$ cat src/verilog/rpm_pkg.sv
`default_nettype none
package rpm_pkg;

  // Pin and field geometry
  localparam int unsigned RPM_NUM_PINS  = 26;
  localparam int unsigned RPM_SEL_W     = 5;
  localparam int unsigned RPM_NUM_INSEL = 14;
  localparam int unsigned RPM_INSEL_IDX_W = 4;
  localparam int unsigned RPM_PIN_IDX_W   = 5;

  // Input selector indices, one per remappable peripheral input
  localparam logic [3:0] RPM_IN_EXT_IRQ1   = 4'h0;
  localparam logic [3:0] RPM_IN_EXT_IRQ2   = 4'h1;
  localparam logic [3:0] RPM_IN_TMR2_CLK   = 4'h2;
  localparam logic [3:0] RPM_IN_TMR3_CLK   = 4'h3;
  localparam logic [3:0] RPM_IN_CAP_CH1    = 4'h4;
  localparam logic [3:0] RPM_IN_CAP_CH2    = 4'h5;
  localparam logic [3:0] RPM_IN_CAP_CH7    = 4'h6;
  localparam logic [3:0] RPM_IN_CAP_CH8    = 4'h7;
  localparam logic [3:0] RPM_IN_CMP_FAULTA = 4'h8;
  localparam logic [3:0] RPM_IN_UART_RX    = 4'h9;
  localparam logic [3:0] RPM_IN_UART_CTS   = 4'ha;
  localparam logic [3:0] RPM_IN_SPI_DATA   = 4'hb;
  localparam logic [3:0] RPM_IN_SPI_CLK    = 4'hc;
  localparam logic [3:0] RPM_IN_SPI_SEL    = 4'hd;

  // Output selector codes
  localparam logic [4:0] RPM_OUT_NULL     = 5'h00;
  localparam logic [4:0] RPM_OUT_UART_TX  = 5'h03;
  localparam logic [4:0] RPM_OUT_UART_RTS = 5'h04;
  localparam logic [4:0] RPM_OUT_SPI_DATA = 5'h07;
  localparam logic [4:0] RPM_OUT_SPI_CLK  = 5'h08;
  localparam logic [4:0] RPM_OUT_SPI_SEL  = 5'h09;
  localparam logic [4:0] RPM_OUT_CMP_CH1  = 5'h12;
  localparam logic [4:0] RPM_OUT_CMP_CH2  = 5'h13;

  // Reset values
  localparam logic [4:0] RPM_SEL_RST  = 5'h00;
  localparam logic       RPM_LOCK_RST = 1'b0;

  // Oscillator control low byte keys and lock bit position
  localparam logic [7:0] RPM_KEY1     = 8'h46;
  localparam logic [7:0] RPM_KEY2     = 8'h57;
  localparam int unsigned RPM_LOCK_BIT = 6;

  // Peripheral outputs that can be routed to a pin
  typedef struct packed {
    logic uart_transmit_out;
    logic uart_request_to_send_out;
    logic spi_data_out;
    logic spi_clock_out;
    logic spi_select_out;
    logic compare_ch1_out;
    logic compare_ch2_out;
  } rpm_periph_out_t;

  // Peripheral inputs fed from the pins
  typedef struct packed {
    logic ext_irq1_in;
    logic ext_irq2_in;
    logic timer2_ext_clock_in;
    logic timer3_ext_clock_in;
    logic capture_ch1_in;
    logic capture_ch2_in;
    logic capture_ch7_in;
    logic capture_ch8_in;
    logic compare_fault_a_in;
    logic uart_receive_in;
    logic uart_clear_to_send_in;
    logic spi_data_in;
    logic spi_clock_in;
    logic spi_select_in;
  } rpm_periph_in_t;

  // Register write port: byte write of oscillator control low byte,
  // selector writes by index
  typedef struct packed {
    logic       osc_wr;
    logic [7:0] osc_data;
    logic       in_wr;
    logic [3:0] in_idx;
    logic [4:0] in_data;
    logic       out_wr;
    logic [4:0] out_idx;
    logic [4:0] out_data;
  } rpm_wr_t;

  typedef enum logic [2:0] {
    RPM_ST_IDLE = 3'b001,
    RPM_ST_KEY1 = 3'b010,
    RPM_ST_KEY2 = 3'b100
  } rpm_state_t;

endpackage : rpm_pkg
`default_nettype wire

$ cat src/verilog/rpm_pin_mux.sv
// Functional notes
// - Up to 26 remappable pins, numbered n
// - Five-bit input selector routes pin n
// - Input selectors for the fourteen listed peripheral inputs
// - Five-bit output selector per pin
// - Output code zero leaves port logic
// - Codes 3,4 route UART transmit, RTS
// - Codes 7,8,9 route SPI data, clock, select
// - Codes 18,19 route compare channels 1,2
// - Remap overrides digital, never analog
// - No interlock between selector fields
// - No default pin without assignment; here input selectors reset to code 0, pin 0
// - Locked selector writes silently ignored
// - Keys 46h then 57h unlock bit
// - Lock holds until next keyed change
// - Shadow mismatch raises configuration reset
// - One-way option blocks clearing set lock
// - One-way active when option unprogrammed
// - Input code n selects pin n
// - Reset disconnects outputs, lock unlocked
`timescale 1ns/10ps
`default_nettype none
module rpm_pin_mux
  import rpm_pkg::*;
#(
  parameter int unsigned NUM_PINS = RPM_NUM_PINS
) (
  input  wire logic                  sys_clk,            // System clock, 250 MHz
  input  wire logic                  rst_n,              // Async reset, active low
  input  wire rpm_wr_t               wr,                 // Register write port
  input  wire logic                  one_way_lock_option, // 1 = unprogrammed, one session
  input  wire logic [NUM_PINS-1:0]   pin_in,             // Remappable pin input levels
  input  wire logic [NUM_PINS-1:0]   pin_analog,         // Pin configured analog
  input  wire logic [NUM_PINS-1:0]   port_out,           // Default port data
  input  wire logic [NUM_PINS-1:0]   port_oe_n,          // Default port enable, low drives
  input  wire rpm_periph_out_t       periph_out,         // Peripheral output levels
  input  wire rpm_periph_out_t       periph_oe,          // Peripheral actively driving
  input  wire logic [NUM_PINS-1:0]   cell_upset,         // Fault hook: flips selector bit 0
  output rpm_periph_in_t             periph_in,          // Routed peripheral inputs
  output logic [NUM_PINS-1:0]        pin_out,            // Pin data
  output logic [NUM_PINS-1:0]        pin_oe_n,           // Pin drive enable, low drives
  output logic                       map_lock_bit,       // Map lock state
  output logic [7:0]                 osc_ctrl_low,       // Oscillator control low byte view
  output logic                       cfg_mismatch_rst    // Configuration mismatch reset
);

  ////////////////////////////////////////////////////////////////////////////
  // Storage

  logic [RPM_SEL_W-1:0] in_sel_r    [RPM_NUM_INSEL];
  logic [RPM_SEL_W-1:0] in_shadow_r [RPM_NUM_INSEL];

  logic [RPM_SEL_W-1:0] out_sel_r    [NUM_PINS];
  logic [RPM_SEL_W-1:0] out_shadow_r [NUM_PINS];

  logic                 map_lock_r;
  logic                 lock_set_once_r;
  logic                 mismatch_r;

  rpm_state_t           state_r;
  rpm_state_t           state_nxt;
  logic                 lock_upd;
  logic                 lock_nxt;
  logic                 sel_wr_ok;
  logic [NUM_PINS-1:0]  mis_out;
  logic [RPM_NUM_INSEL-1:0] mis_in;
  logic                 mis_any;

  // Write strobes decoded once; sequencer, lock and selectors share them
  logic                 any_sel_wr;
  logic                 key1_seen;
  logic                 key2_seen;
  logic                 lock_write;
  logic                 clear_refused;
  logic [RPM_NUM_INSEL-1:0] in_hit;
  logic [NUM_PINS-1:0]  out_hit;
  logic [RPM_NUM_INSEL-1:0] in_route;
  logic [NUM_PINS-1:0]  remap_drv;
  logic [NUM_PINS-1:0]  remap_val;
  logic [NUM_PINS-1:0]  remap_ok;

  // Pin n picked by a selector; codes past the last pin read low
  function automatic logic pick_pin(input logic [NUM_PINS-1:0] pins,
                                    input logic [RPM_SEL_W-1:0] sel);
    logic r;
    r = 1'b0;
    if (32'(sel) < NUM_PINS) begin
      r = pins[sel];
    end
    return r;
  endfunction

  // Drive flag of the peripheral a pin's code names; null and unused codes give 0
  function automatic logic out_active(input rpm_periph_out_t e,
                                      input logic [RPM_SEL_W-1:0] sel);
    logic r;
    r = 1'b0;
    unique case (sel)
      RPM_OUT_UART_TX:  r = e.uart_transmit_out;
      RPM_OUT_UART_RTS: r = e.uart_request_to_send_out;
      RPM_OUT_SPI_DATA: r = e.spi_data_out;
      RPM_OUT_SPI_CLK:  r = e.spi_clock_out;
      RPM_OUT_SPI_SEL:  r = e.spi_select_out;
      RPM_OUT_CMP_CH1:  r = e.compare_ch1_out;
      RPM_OUT_CMP_CH2:  r = e.compare_ch2_out;
      default:          r = 1'b0;
    endcase
    return r;
  endfunction

  // Data level of the peripheral a pin's code names
  function automatic logic out_level(input rpm_periph_out_t d,
                                     input logic [RPM_SEL_W-1:0] sel);
    logic r;
    r = 1'b0;
    unique case (sel)
      RPM_OUT_UART_TX:  r = d.uart_transmit_out;
      RPM_OUT_UART_RTS: r = d.uart_request_to_send_out;
      RPM_OUT_SPI_DATA: r = d.spi_data_out;
      RPM_OUT_SPI_CLK:  r = d.spi_clock_out;
      RPM_OUT_SPI_SEL:  r = d.spi_select_out;
      RPM_OUT_CMP_CH1:  r = d.compare_ch1_out;
      RPM_OUT_CMP_CH2:  r = d.compare_ch2_out;
      default:          r = 1'b0;
    endcase
    return r;
  endfunction

  ////////////////////////////////////////////////////////////////////////////
  // Write decode

  assign any_sel_wr = wr.in_wr || wr.out_wr;
  assign key1_seen  = wr.osc_wr && (wr.osc_data == RPM_KEY1);
  assign key2_seen  = wr.osc_wr && (wr.osc_data == RPM_KEY2);
  assign lock_write = wr.osc_wr;

  // One strobe per selector keeps the update loops free of index compares
  always_comb begin
    for (int i = 0; i < RPM_NUM_INSEL; i++) begin
      in_hit[i] = wr.in_wr && sel_wr_ok && (32'(wr.in_idx) == i);
    end

    for (int i = 0; i < NUM_PINS; i++) begin
      out_hit[i] = wr.out_wr && sel_wr_ok && (32'(wr.out_idx) == i);
    end
  end

  ////////////////////////////////////////////////////////////////////
  // Unlock key sequence

  always_comb begin
    state_nxt = state_r;
    lock_upd  = 1'b0;

    unique case (state_r)
      RPM_ST_IDLE: begin
        if (key1_seen) begin
          state_nxt = RPM_ST_KEY1;
        end
      end

      // A selector write in the same cycle as the second key or the update write counts as intervening
      RPM_ST_KEY1: begin
        if (any_sel_wr || (lock_write && !key2_seen)) begin
          state_nxt = RPM_ST_IDLE;
        end else if (key2_seen) begin
          state_nxt = RPM_ST_KEY2;
        end
      end

      RPM_ST_KEY2: begin
        if (any_sel_wr) begin
          state_nxt = RPM_ST_IDLE;
        end else if (lock_write) begin
          lock_upd  = 1'b1;
          state_nxt = RPM_ST_IDLE;
        end
      end

      default: begin
        state_nxt = RPM_ST_IDLE;
      end
    endcase
  end

  always_ff @(posedge sys_clk or negedge rst_n) begin
    if (!rst_n) begin
      state_r <= RPM_ST_IDLE;
    end else begin
      state_r <= state_nxt;
    end
  end

  ////////////////////////////////////////////////////////////////////////////
  // Map lock

  // Clearing is refused once set while the one-way option is unprogrammed
  assign clear_refused = one_way_lock_option && lock_set_once_r;

  always_comb begin
    lock_nxt = wr.osc_data[RPM_LOCK_BIT];
    if (clear_refused) begin
      lock_nxt = 1'b1;
    end
  end

  always_ff @(posedge sys_clk or negedge rst_n) begin
    if (!rst_n) begin
      map_lock_r      <= RPM_LOCK_RST;
      lock_set_once_r <= 1'b0;
    end else if (lock_upd) begin
      map_lock_r      <= lock_nxt;
      lock_set_once_r <= lock_set_once_r | lock_nxt;
    end
  end

  assign map_lock_bit = map_lock_r;
  assign osc_ctrl_low = {1'b0, map_lock_r, 6'h00};
  assign sel_wr_ok    = !map_lock_r;

  ////////////////////////////////////////////////////////////////////////////
  // Selectors and shadows; shadows follow only legitimate writes

  always_ff @(posedge sys_clk or negedge rst_n) begin
    if (!rst_n) begin
      for (int i = 0; i < RPM_NUM_INSEL; i++) begin
        in_sel_r[i]    <= RPM_SEL_RST;
        in_shadow_r[i] <= RPM_SEL_RST;
      end
    end else begin
      for (int i = 0; i < RPM_NUM_INSEL; i++) begin
        if (in_hit[i]) begin
          in_sel_r[i]    <= wr.in_data;
          in_shadow_r[i] <= wr.in_data;
        end
      end
    end
  end

  always_ff @(posedge sys_clk or negedge rst_n) begin
    if (!rst_n) begin
      for (int i = 0; i < NUM_PINS; i++) begin
        out_sel_r[i]    <= RPM_SEL_RST;
        out_shadow_r[i] <= RPM_SEL_RST;
      end
    end else begin
      for (int i = 0; i < NUM_PINS; i++) begin
        if (out_hit[i]) begin
          out_sel_r[i]    <= wr.out_data;
          out_shadow_r[i] <= wr.out_data;
        end else if (cell_upset[i]) begin
          // Models a disturbed storage cell; the shadow is left alone
          out_sel_r[i][0] <= ~out_sel_r[i][0];
        end
      end
    end
  end

  ////////////////////////////////////////////////////////////////////////////
  // Continuous state monitoring

  always_comb begin
    for (int i = 0; i < RPM_NUM_INSEL; i++) begin
      mis_in[i] = in_sel_r[i] != in_shadow_r[i];
    end
    for (int i = 0; i < NUM_PINS; i++) begin
      mis_out[i] = out_sel_r[i] != out_shadow_r[i];
    end
  end

  assign mis_any = (|mis_in) || (|mis_out);

  // Sticky: stands until the system reset it requests is applied
  always_ff @(posedge sys_clk or negedge rst_n) begin
    if (!rst_n) begin
      mismatch_r <= 1'b0;
    end else if (mis_any) begin
      mismatch_r <= 1'b1;
    end
  end

  assign cfg_mismatch_rst = mismatch_r;

  ////////////////////////////////////////////////////////////////////////////
  // Input routing; every input has its own selector, so sharing pins is free

  always_comb begin
    for (int i = 0; i < RPM_NUM_INSEL; i++) begin
      in_route[i] = pick_pin(pin_in, in_sel_r[i]);
    end
  end

  always_comb begin
    periph_in.ext_irq1_in           = in_route[RPM_IN_EXT_IRQ1];
    periph_in.ext_irq2_in           = in_route[RPM_IN_EXT_IRQ2];
    periph_in.timer2_ext_clock_in   = in_route[RPM_IN_TMR2_CLK];
    periph_in.timer3_ext_clock_in   = in_route[RPM_IN_TMR3_CLK];
    periph_in.capture_ch1_in        = in_route[RPM_IN_CAP_CH1];
    periph_in.capture_ch2_in        = in_route[RPM_IN_CAP_CH2];
    periph_in.capture_ch7_in        = in_route[RPM_IN_CAP_CH7];
    periph_in.capture_ch8_in        = in_route[RPM_IN_CAP_CH8];
    periph_in.compare_fault_a_in    = in_route[RPM_IN_CMP_FAULTA];
    periph_in.uart_receive_in       = in_route[RPM_IN_UART_RX];
    periph_in.uart_clear_to_send_in = in_route[RPM_IN_UART_CTS];
    periph_in.spi_data_in           = in_route[RPM_IN_SPI_DATA];
    periph_in.spi_clock_in          = in_route[RPM_IN_SPI_CLK];
    periph_in.spi_select_in         = in_route[RPM_IN_SPI_SEL];
  end

  ////////////////////////////////////////////////////////////////////////////
  // Output routing per pin analog pins are never taken over

  always_comb begin
    for (int i = 0; i < NUM_PINS; i++) begin
      remap_drv[i] = out_active(periph_oe, out_sel_r[i]);
      remap_val[i] = out_level(periph_out, out_sel_r[i]);
    end
  end

  // Analog pins keep their port path even when a peripheral is mapped
  assign remap_ok = remap_drv & ~pin_analog;

  always_comb begin
    for (int i = 0; i < NUM_PINS; i++) begin
      if (remap_ok[i]) begin
        pin_out[i]  = remap_val[i];
        pin_oe_n[i] = 1'b0;
      end else begin
        pin_out[i]  = port_out[i];
        pin_oe_n[i] = port_oe_n[i];
      end
    end
  end

endmodule : rpm_pin_mux
`default_nettype wire

$ cat config.mk
export PLATFORM = sky130hd
export DESIGN_NAME = rpm_pin_mux
export DESIGN_NICKNAME = d
export VERILOG_FILES = /design/src/verilog/rpm_pkg.sv /design/src/verilog/rpm_pin_mux.sv
export SDC_FILE = /design/constraint.sdc
export NUM_CORES = 1
export LEC_CHECK = 0
export BUFFER_PORTS_ARGS = -buffer_cell sky130_fd_sc_hd__buf_2
export CORE_MARGIN = 5
export CORE_UTILIZATION = 60
export CTS_BUF_LIST = sky130_fd_sc_hd__clkbuf_2 sky130_fd_sc_hd__clkbuf_4 sky130_fd_sc_hd__clkbuf_8
export CTS_CLUSTER_SIZE = 14
export DETAILED_ROUTE_END_ITERATION = 16
export PLACE_DENSITY = 0.8
export SYNTH_ARGS = -nofsm -noshare
export SYNTH_HDL_FRONTEND = slang
export SYNTH_SLANG_ARGS = --single-unit
$ cat constraint.sdc
create_clock -name sys_clk -period 2.5 [get_ports sys_clk]
set_clock_uncertainty 0.1 [all_clocks]
set_input_delay 0.125 -clock sys_clk [delete_from_list [all_inputs] [get_ports sys_clk]]
set_output_delay 0.125 -clock sys_clk [all_outputs]
set_load 0.005 [all_outputs]
======== Yosys cells after proc, flatten, opt, wreduce, memory -nomap -nowiden ========
Cells that the tools add are included.
operators by class
  add/sub/neg operators ................... 0
  multipliers ............................. 0
  div/mod/pow operators ................... 0
  magnitude comparators ................... 28
  equality and inequality tests ........... 254
  shift-type cells ........................ 0
  muxes and demuxes ....................... 208
  bitwise gates (word level) .............. 29
  reduce and logical (&&, ||, !) cells .... 80
operator list
  operator              number
  $pmux W1 S7           52
  $eq A5 B5 Y1 const B  62
  $eq A5 B4 Y1 const B  60
  $eq A5 B3 Y1 const B  56
  $eq A5 B2 Y1 const B  28
  $mux W1               136
  $ne A5 B5 Y1          26
  $lt A5 B6 Y1 const B  14
  $bmux W1 S5           14
  $lt A5 B5 Y1 const B  14
  $reduce_bool A2 Y1    26
  $logic_and A1 B1 Y1   46
  $and A26 B26 Y26      1
  $not A1 Y1            26
  $not A26 Y26          1
  $reduce_or A26 Y1     1
  $eq A4 B4 Y1 const B  6
  $eq A4 B3 Y1 const B  4
  $eq A8 B7 Y1 const B  2
  $mux W3               5
  $pmux W3 S3           1
  $eq A4 B2 Y1 const B  2
  $ne A3 B3 Y1 const B  2
  $eq A5 B1 Y1 const B  1
  11 further kinds      13
word-level totals
  bits in registers ....................... 336
  bits in latches ......................... 0
  memory bits (writable) .................. 0
  bits in read-only memories .............. 0
  input port bits ......................... 177
  output and inout port bits .............. 76
  logic and storage cells ................. 695
  memories kept ........................... 0

======== Longest topological paths before layout ========
  word-level depth ........................ 7
  depth in mapped cells ................... 8
  gate-level depth less buffers ........... 5

======== Worst setup path after synthesis ========
OpenSTA, ideal clock, no wires.
  path type ............................... flip-flop to output port
  from .................................... register out_sel_r[79] (netlist bit)
  to ...................................... output port pin_out[10]
  data arrival time ....................... 1.808 ns
  data required time ...................... 2.275 ns
  slack ................................... 0.467 ns
  stages on the path, launching flop included .. 6
  path buffers ............................ 0
  cell sequence ........................... dfrtp_1 -> or4b_2 -> o22ai_1 -> a221oi_1 -> nor2_1 -> mux2_1
on the way
  word-level cells in the longest chain between the ends .. 4
  elaborated cells on any way between the ends .. 11
  classes of those cells .................. eq/ne: 7; mux: 3; bitwise: 1
RTL lines
  item                                  RTL line                               RTL
  start: declaration                    rpm_pin_mux.sv:53                      logic [RPM_SEL_W-1:0] out_sel_r [NUM_PINS];
  start signal: indexed assignment      rpm_pin_mux.sv:249                     out_sel_r[i] <= wr.out_data;
  start signal: indexed assignment      rpm_pin_mux.sv:253                     out_sel_r[i][0] <= ~out_sel_r[i][0];
  $eq A5 B5 Y1 (tied with other cells)  rpm_pin_mux.sv:98, rpm_pin_mux.sv:116
  $pmux W1 S7                           rpm_pin_mux.sv:98                      unique case (sel)
  $and A26 B26 Y26                      rpm_pin_mux.sv:321                     assign remap_ok = remap_drv & ~pin_analog;
  $mux W1 (*)                           rpm_pin_mux.sv:325                     if (remap_ok[i]) begin
  end: declaration                      rpm_pin_mux.sv:40                      output logic [NUM_PINS-1:0] pin_out,
Mark *: on every way between the ends. The rest lies on a longest branch, timed or not.

==> flow_summary.json <==
{
  "hold_viol_final": 0,
  "cellPowerDensity_nw_per_um2": 807,
  "start_kind": "flop",
  "grt_pass1_wl_um": 91600,
  "via_per_inst": 7.04,
  "max_clock_freq_mhz": 367,
  "timing.rr.end": "in_shadow_r[0]",
  "maxCapViolCount": 0,
  "synth_top_area_share_pct": 32.5,
  "globalplace.congestion": 0.915,
  "slew_headroom_pct": 34.5,
  "cts_buffer_depth": 3,
  "clock_latency_ns": 0.58,
  "postSynthAreaPerCell_um2": 11.1,
  "synth_compound_area_share_pct": 8.96,
  "synth_fa_ha_area_share_pct": 0,
  "antenna_found_initial": 4,
  "drtIter0Drc": 2112,
  "drt_pass1_iterations": 8,
  "fin_ws_ns": -0.224,
  "async_flop_share_pct": 100,
  "grt_overflow": 0,
  "endpoint": "periph_in[3]",
  "synthMuxAreaShare_pct": 36.3,
  "ys_ff_latch": 232,
  "min_period_over_period_pct": 109,
  "dp_slack_ns": 0.180,
  "peakVddDrop_uv": 634,
  "critPathArrivalTime_ns": 2.50,
  "synth_warnings": 0,
  "dieArea_um2": 33200,
  "ant_nets": 0,
  "cts_tree": "done",
  "rrSetupSlack_ns": 0.25,
  "endpoint_kind": "output pin",
  "ys.flop_type": "dfrtp_1",
  "rsz0062_at_grt": "yes",
  "synth_cell_types": 79,
  "use_met3_pct": 8.17,
  "yosys.area_share.xor_xnor_pct": 2.61,
  "initial_core_util_pct": 60.4,
  "core_um2": 29500,
  "grt_max_degree": 71,
  "top_usage_layer": "met2",
  "finalNetCount": 2131,
  "cp.required_ns": 2.28,
  "holdWs_ns": 0.0432,
  "worstPathMaxFanout": 5,
  "cts.sinks": 232,
  "synth_area_leader_cell": "dfrtp_1",
  "htreeDepth": 2,
  "synthToLayoutAreaGrowth_pct": 26.1,
  "grt_pass1_vias": 16521,
  "numCtsBuffers": 41,
  "die_h_um": 182,
  "outcome": "finished, violations left",
  "drive_gt1_share_pct": 51.8,
  "worstMarginPinSlew_ns": 0.982,
  "p_leak_nw": 9.63,
  "portBuffers": 245,
  "r2r_cells": 5,
  "num_rows": 63,
  "cts_root_buffer": "clkbuf_8",
  "routed_wl_um": 63000,
  "grt_usage_pct": 34.6,
  "synth_cells": 1602,
  "period_minus_slack_ns": 2.72,
  "ys_seq_area_share_pct": 32.6,
  "failed_checks": "negative setup slack",
  "worstSetupPathType": "reg -> out",
  "dp_hpwl_um": 35500,
  "synth_top_family_by_area": "multiplexers",
  "drc_errors": 0,
  "die_w_um": 182,
  "slew_violations": 0,
  "finish.utilization_pct": 76.1,
  "synth_edf_count": 0,
  "synth_area_leaders": "dfrtp_1 (32%), mux2_2 (16%), mux4_1 (12%), mux2i_1 (6.2%), nor2b_1 (2.2%)",
  "use_met2_pct": 55.3,
  "startpoint": "in_shadow_r[15]",
  "worstReg2RegStart": "map_lock_bit",
  "synthSimpleGateAreaFrac_pct": 14.5,
  "hold_class": "in -> async",
  "io_pins": 253,
  "path_clk_slew_ns": 0.06,
  "synthesis.area_um2": 17800,
  "wl_per_cell_um": 26.5,
  "vias": 16747,
  "grtUsageMet1_pct": 44.3,
  "finalSetupViolCount": 44
}
worst min-delay path by stage:
stage	start	endpoint	slack, ns
final	rst_n	out_sel_r[33]	0.04
after global routing	wr[13]	in_shadow_r[27]	0.02
after CTS	wr[14]	in_shadow_r[43]	0.009
after detailed placement	rst_n	out_sel_r[83]	0.03
after global placement	rst_n	out_sel_r[83]	0.03
after floorplan	rst_n	cfg_mismatch_rst	-0.27
power breakdown:
| part | switching, mW | total [mW] | leakage, nW | internal, mW |
|---|---|---|---|---|
| combinational | 3.28 | 7.97 | 6.37 | 4.68 |
| sequential | 1.67 | 6.41 | 2.79 | 4.74 |
| clock | 1.70 | 3.74 | 0.462 | 2.03 |
sequential cells by signal, summed over array words and instances (netlist names):
| name | cells |
|---|---|
| in_shadow_r | 70 |
| state_r | 3 |
| out_shadow_r | 26 |
| lock_set_once_r | 1 |
| cfg_mismatch_rst | 1 |
| map_lock_bit | 1 |
| out_sel_r | 130 |
placed cells by master, fill, tap and decap left out, drive strengths merged, types with 36 or more instances in the layout:
master,count
nor2,83
nand3b,36
mux4,95
o21ai,60
mux2,258
a21oi,42
clkbuf,63
nor2b,63
buf,432
dlygate4sd3,39
nand2,66
xnor2,39
mux2i,111
dfrtp,231
per-layer routing:
layer | part of all wire, % | routed length, um
met5 | 0 | 0
met3 | 12 | 7780
met1 | 35 | 22100
met2 | 46 | 29200
met4 | 6.1 | 3870
area by class of cell:
class	instances	area, um^2
multi-input cells	1189	11800
fillers	1776	7040
flip-flops and latches	232	5900
repair buffers	471	3290
clock buffers	63	792
well taps	390	488
inverters	19	71.3
clock inverters	11	65.1
diodes	4	10.0
metrics by stage:
step                area [um^2]  std cells  setup TNS, ns  total power [mW]
finish                    22400       2379          -5.15              18.1
CTS                       21600       2333          -4.21              16.8
detailed placement        19100       2113              0              11.9
global route              22400       2379          -8.88              18.9
floorplan                 17800       1608              0              10.4
global placement          19100       2113              0              11.6
cell families after synthesis:
kind of cell / count (synthesis)
multiplexers: 464
AND/OR/NAND/NOR: 432
AO/OA/AOI/OAI: 233
flip-flops: 232
buffers and inverters: 187
XOR/XNOR: 53
other: 1
worst max-delay path, cell delays in order, from the launching register on:
cell,delay (ns)
dfrtp_2,0.46
mux4_2,0.56
mux4_2,0.47
mux2_4,0.31
buf_6,0.12
Yosys cell counts (8+ instances only):
cell      instances
a222oi_1          9
a21oi_1          42
buf_4             8
nor3_1            8
a22o_1            9
nor4bb_1          9
a32oi_1           9
or4b_2            9
nand3b_1         36
nor4_1           14
and3_1           11
nor2_1           83
buf_2            39
nand3_1          13
buf_6            13
mux2i_1         111
dfrtp_1         231
o22ai_1          25
mux2_1           11
and3b_1          12
a32o_1           10
nand2b_1         18
inv_1            19
nor3b_1          20
clkbuf_1         97
nor4b_1          11
nand2_1          66
and2_1            8
a31oi_1          14
xnor2_1          39
a221oi_1          9
nor2b_1          63
xor2_1           14
or3_1             8
o21ai_0          60
mux2_2          247
nand4_1          18
buf_1             9
a221o_1           9
mux4_1           81
mux4_2           14
what timing repair did:
item                                    CTS  global route
hold endpoints to repair                289             0
hold buffers                             39             0
pin swaps                                53            47
buffers inserted                        110            45
endpoints found under the setup margin   53            57
resized for setup                       215           147
(Power assumes the default switching activity.)
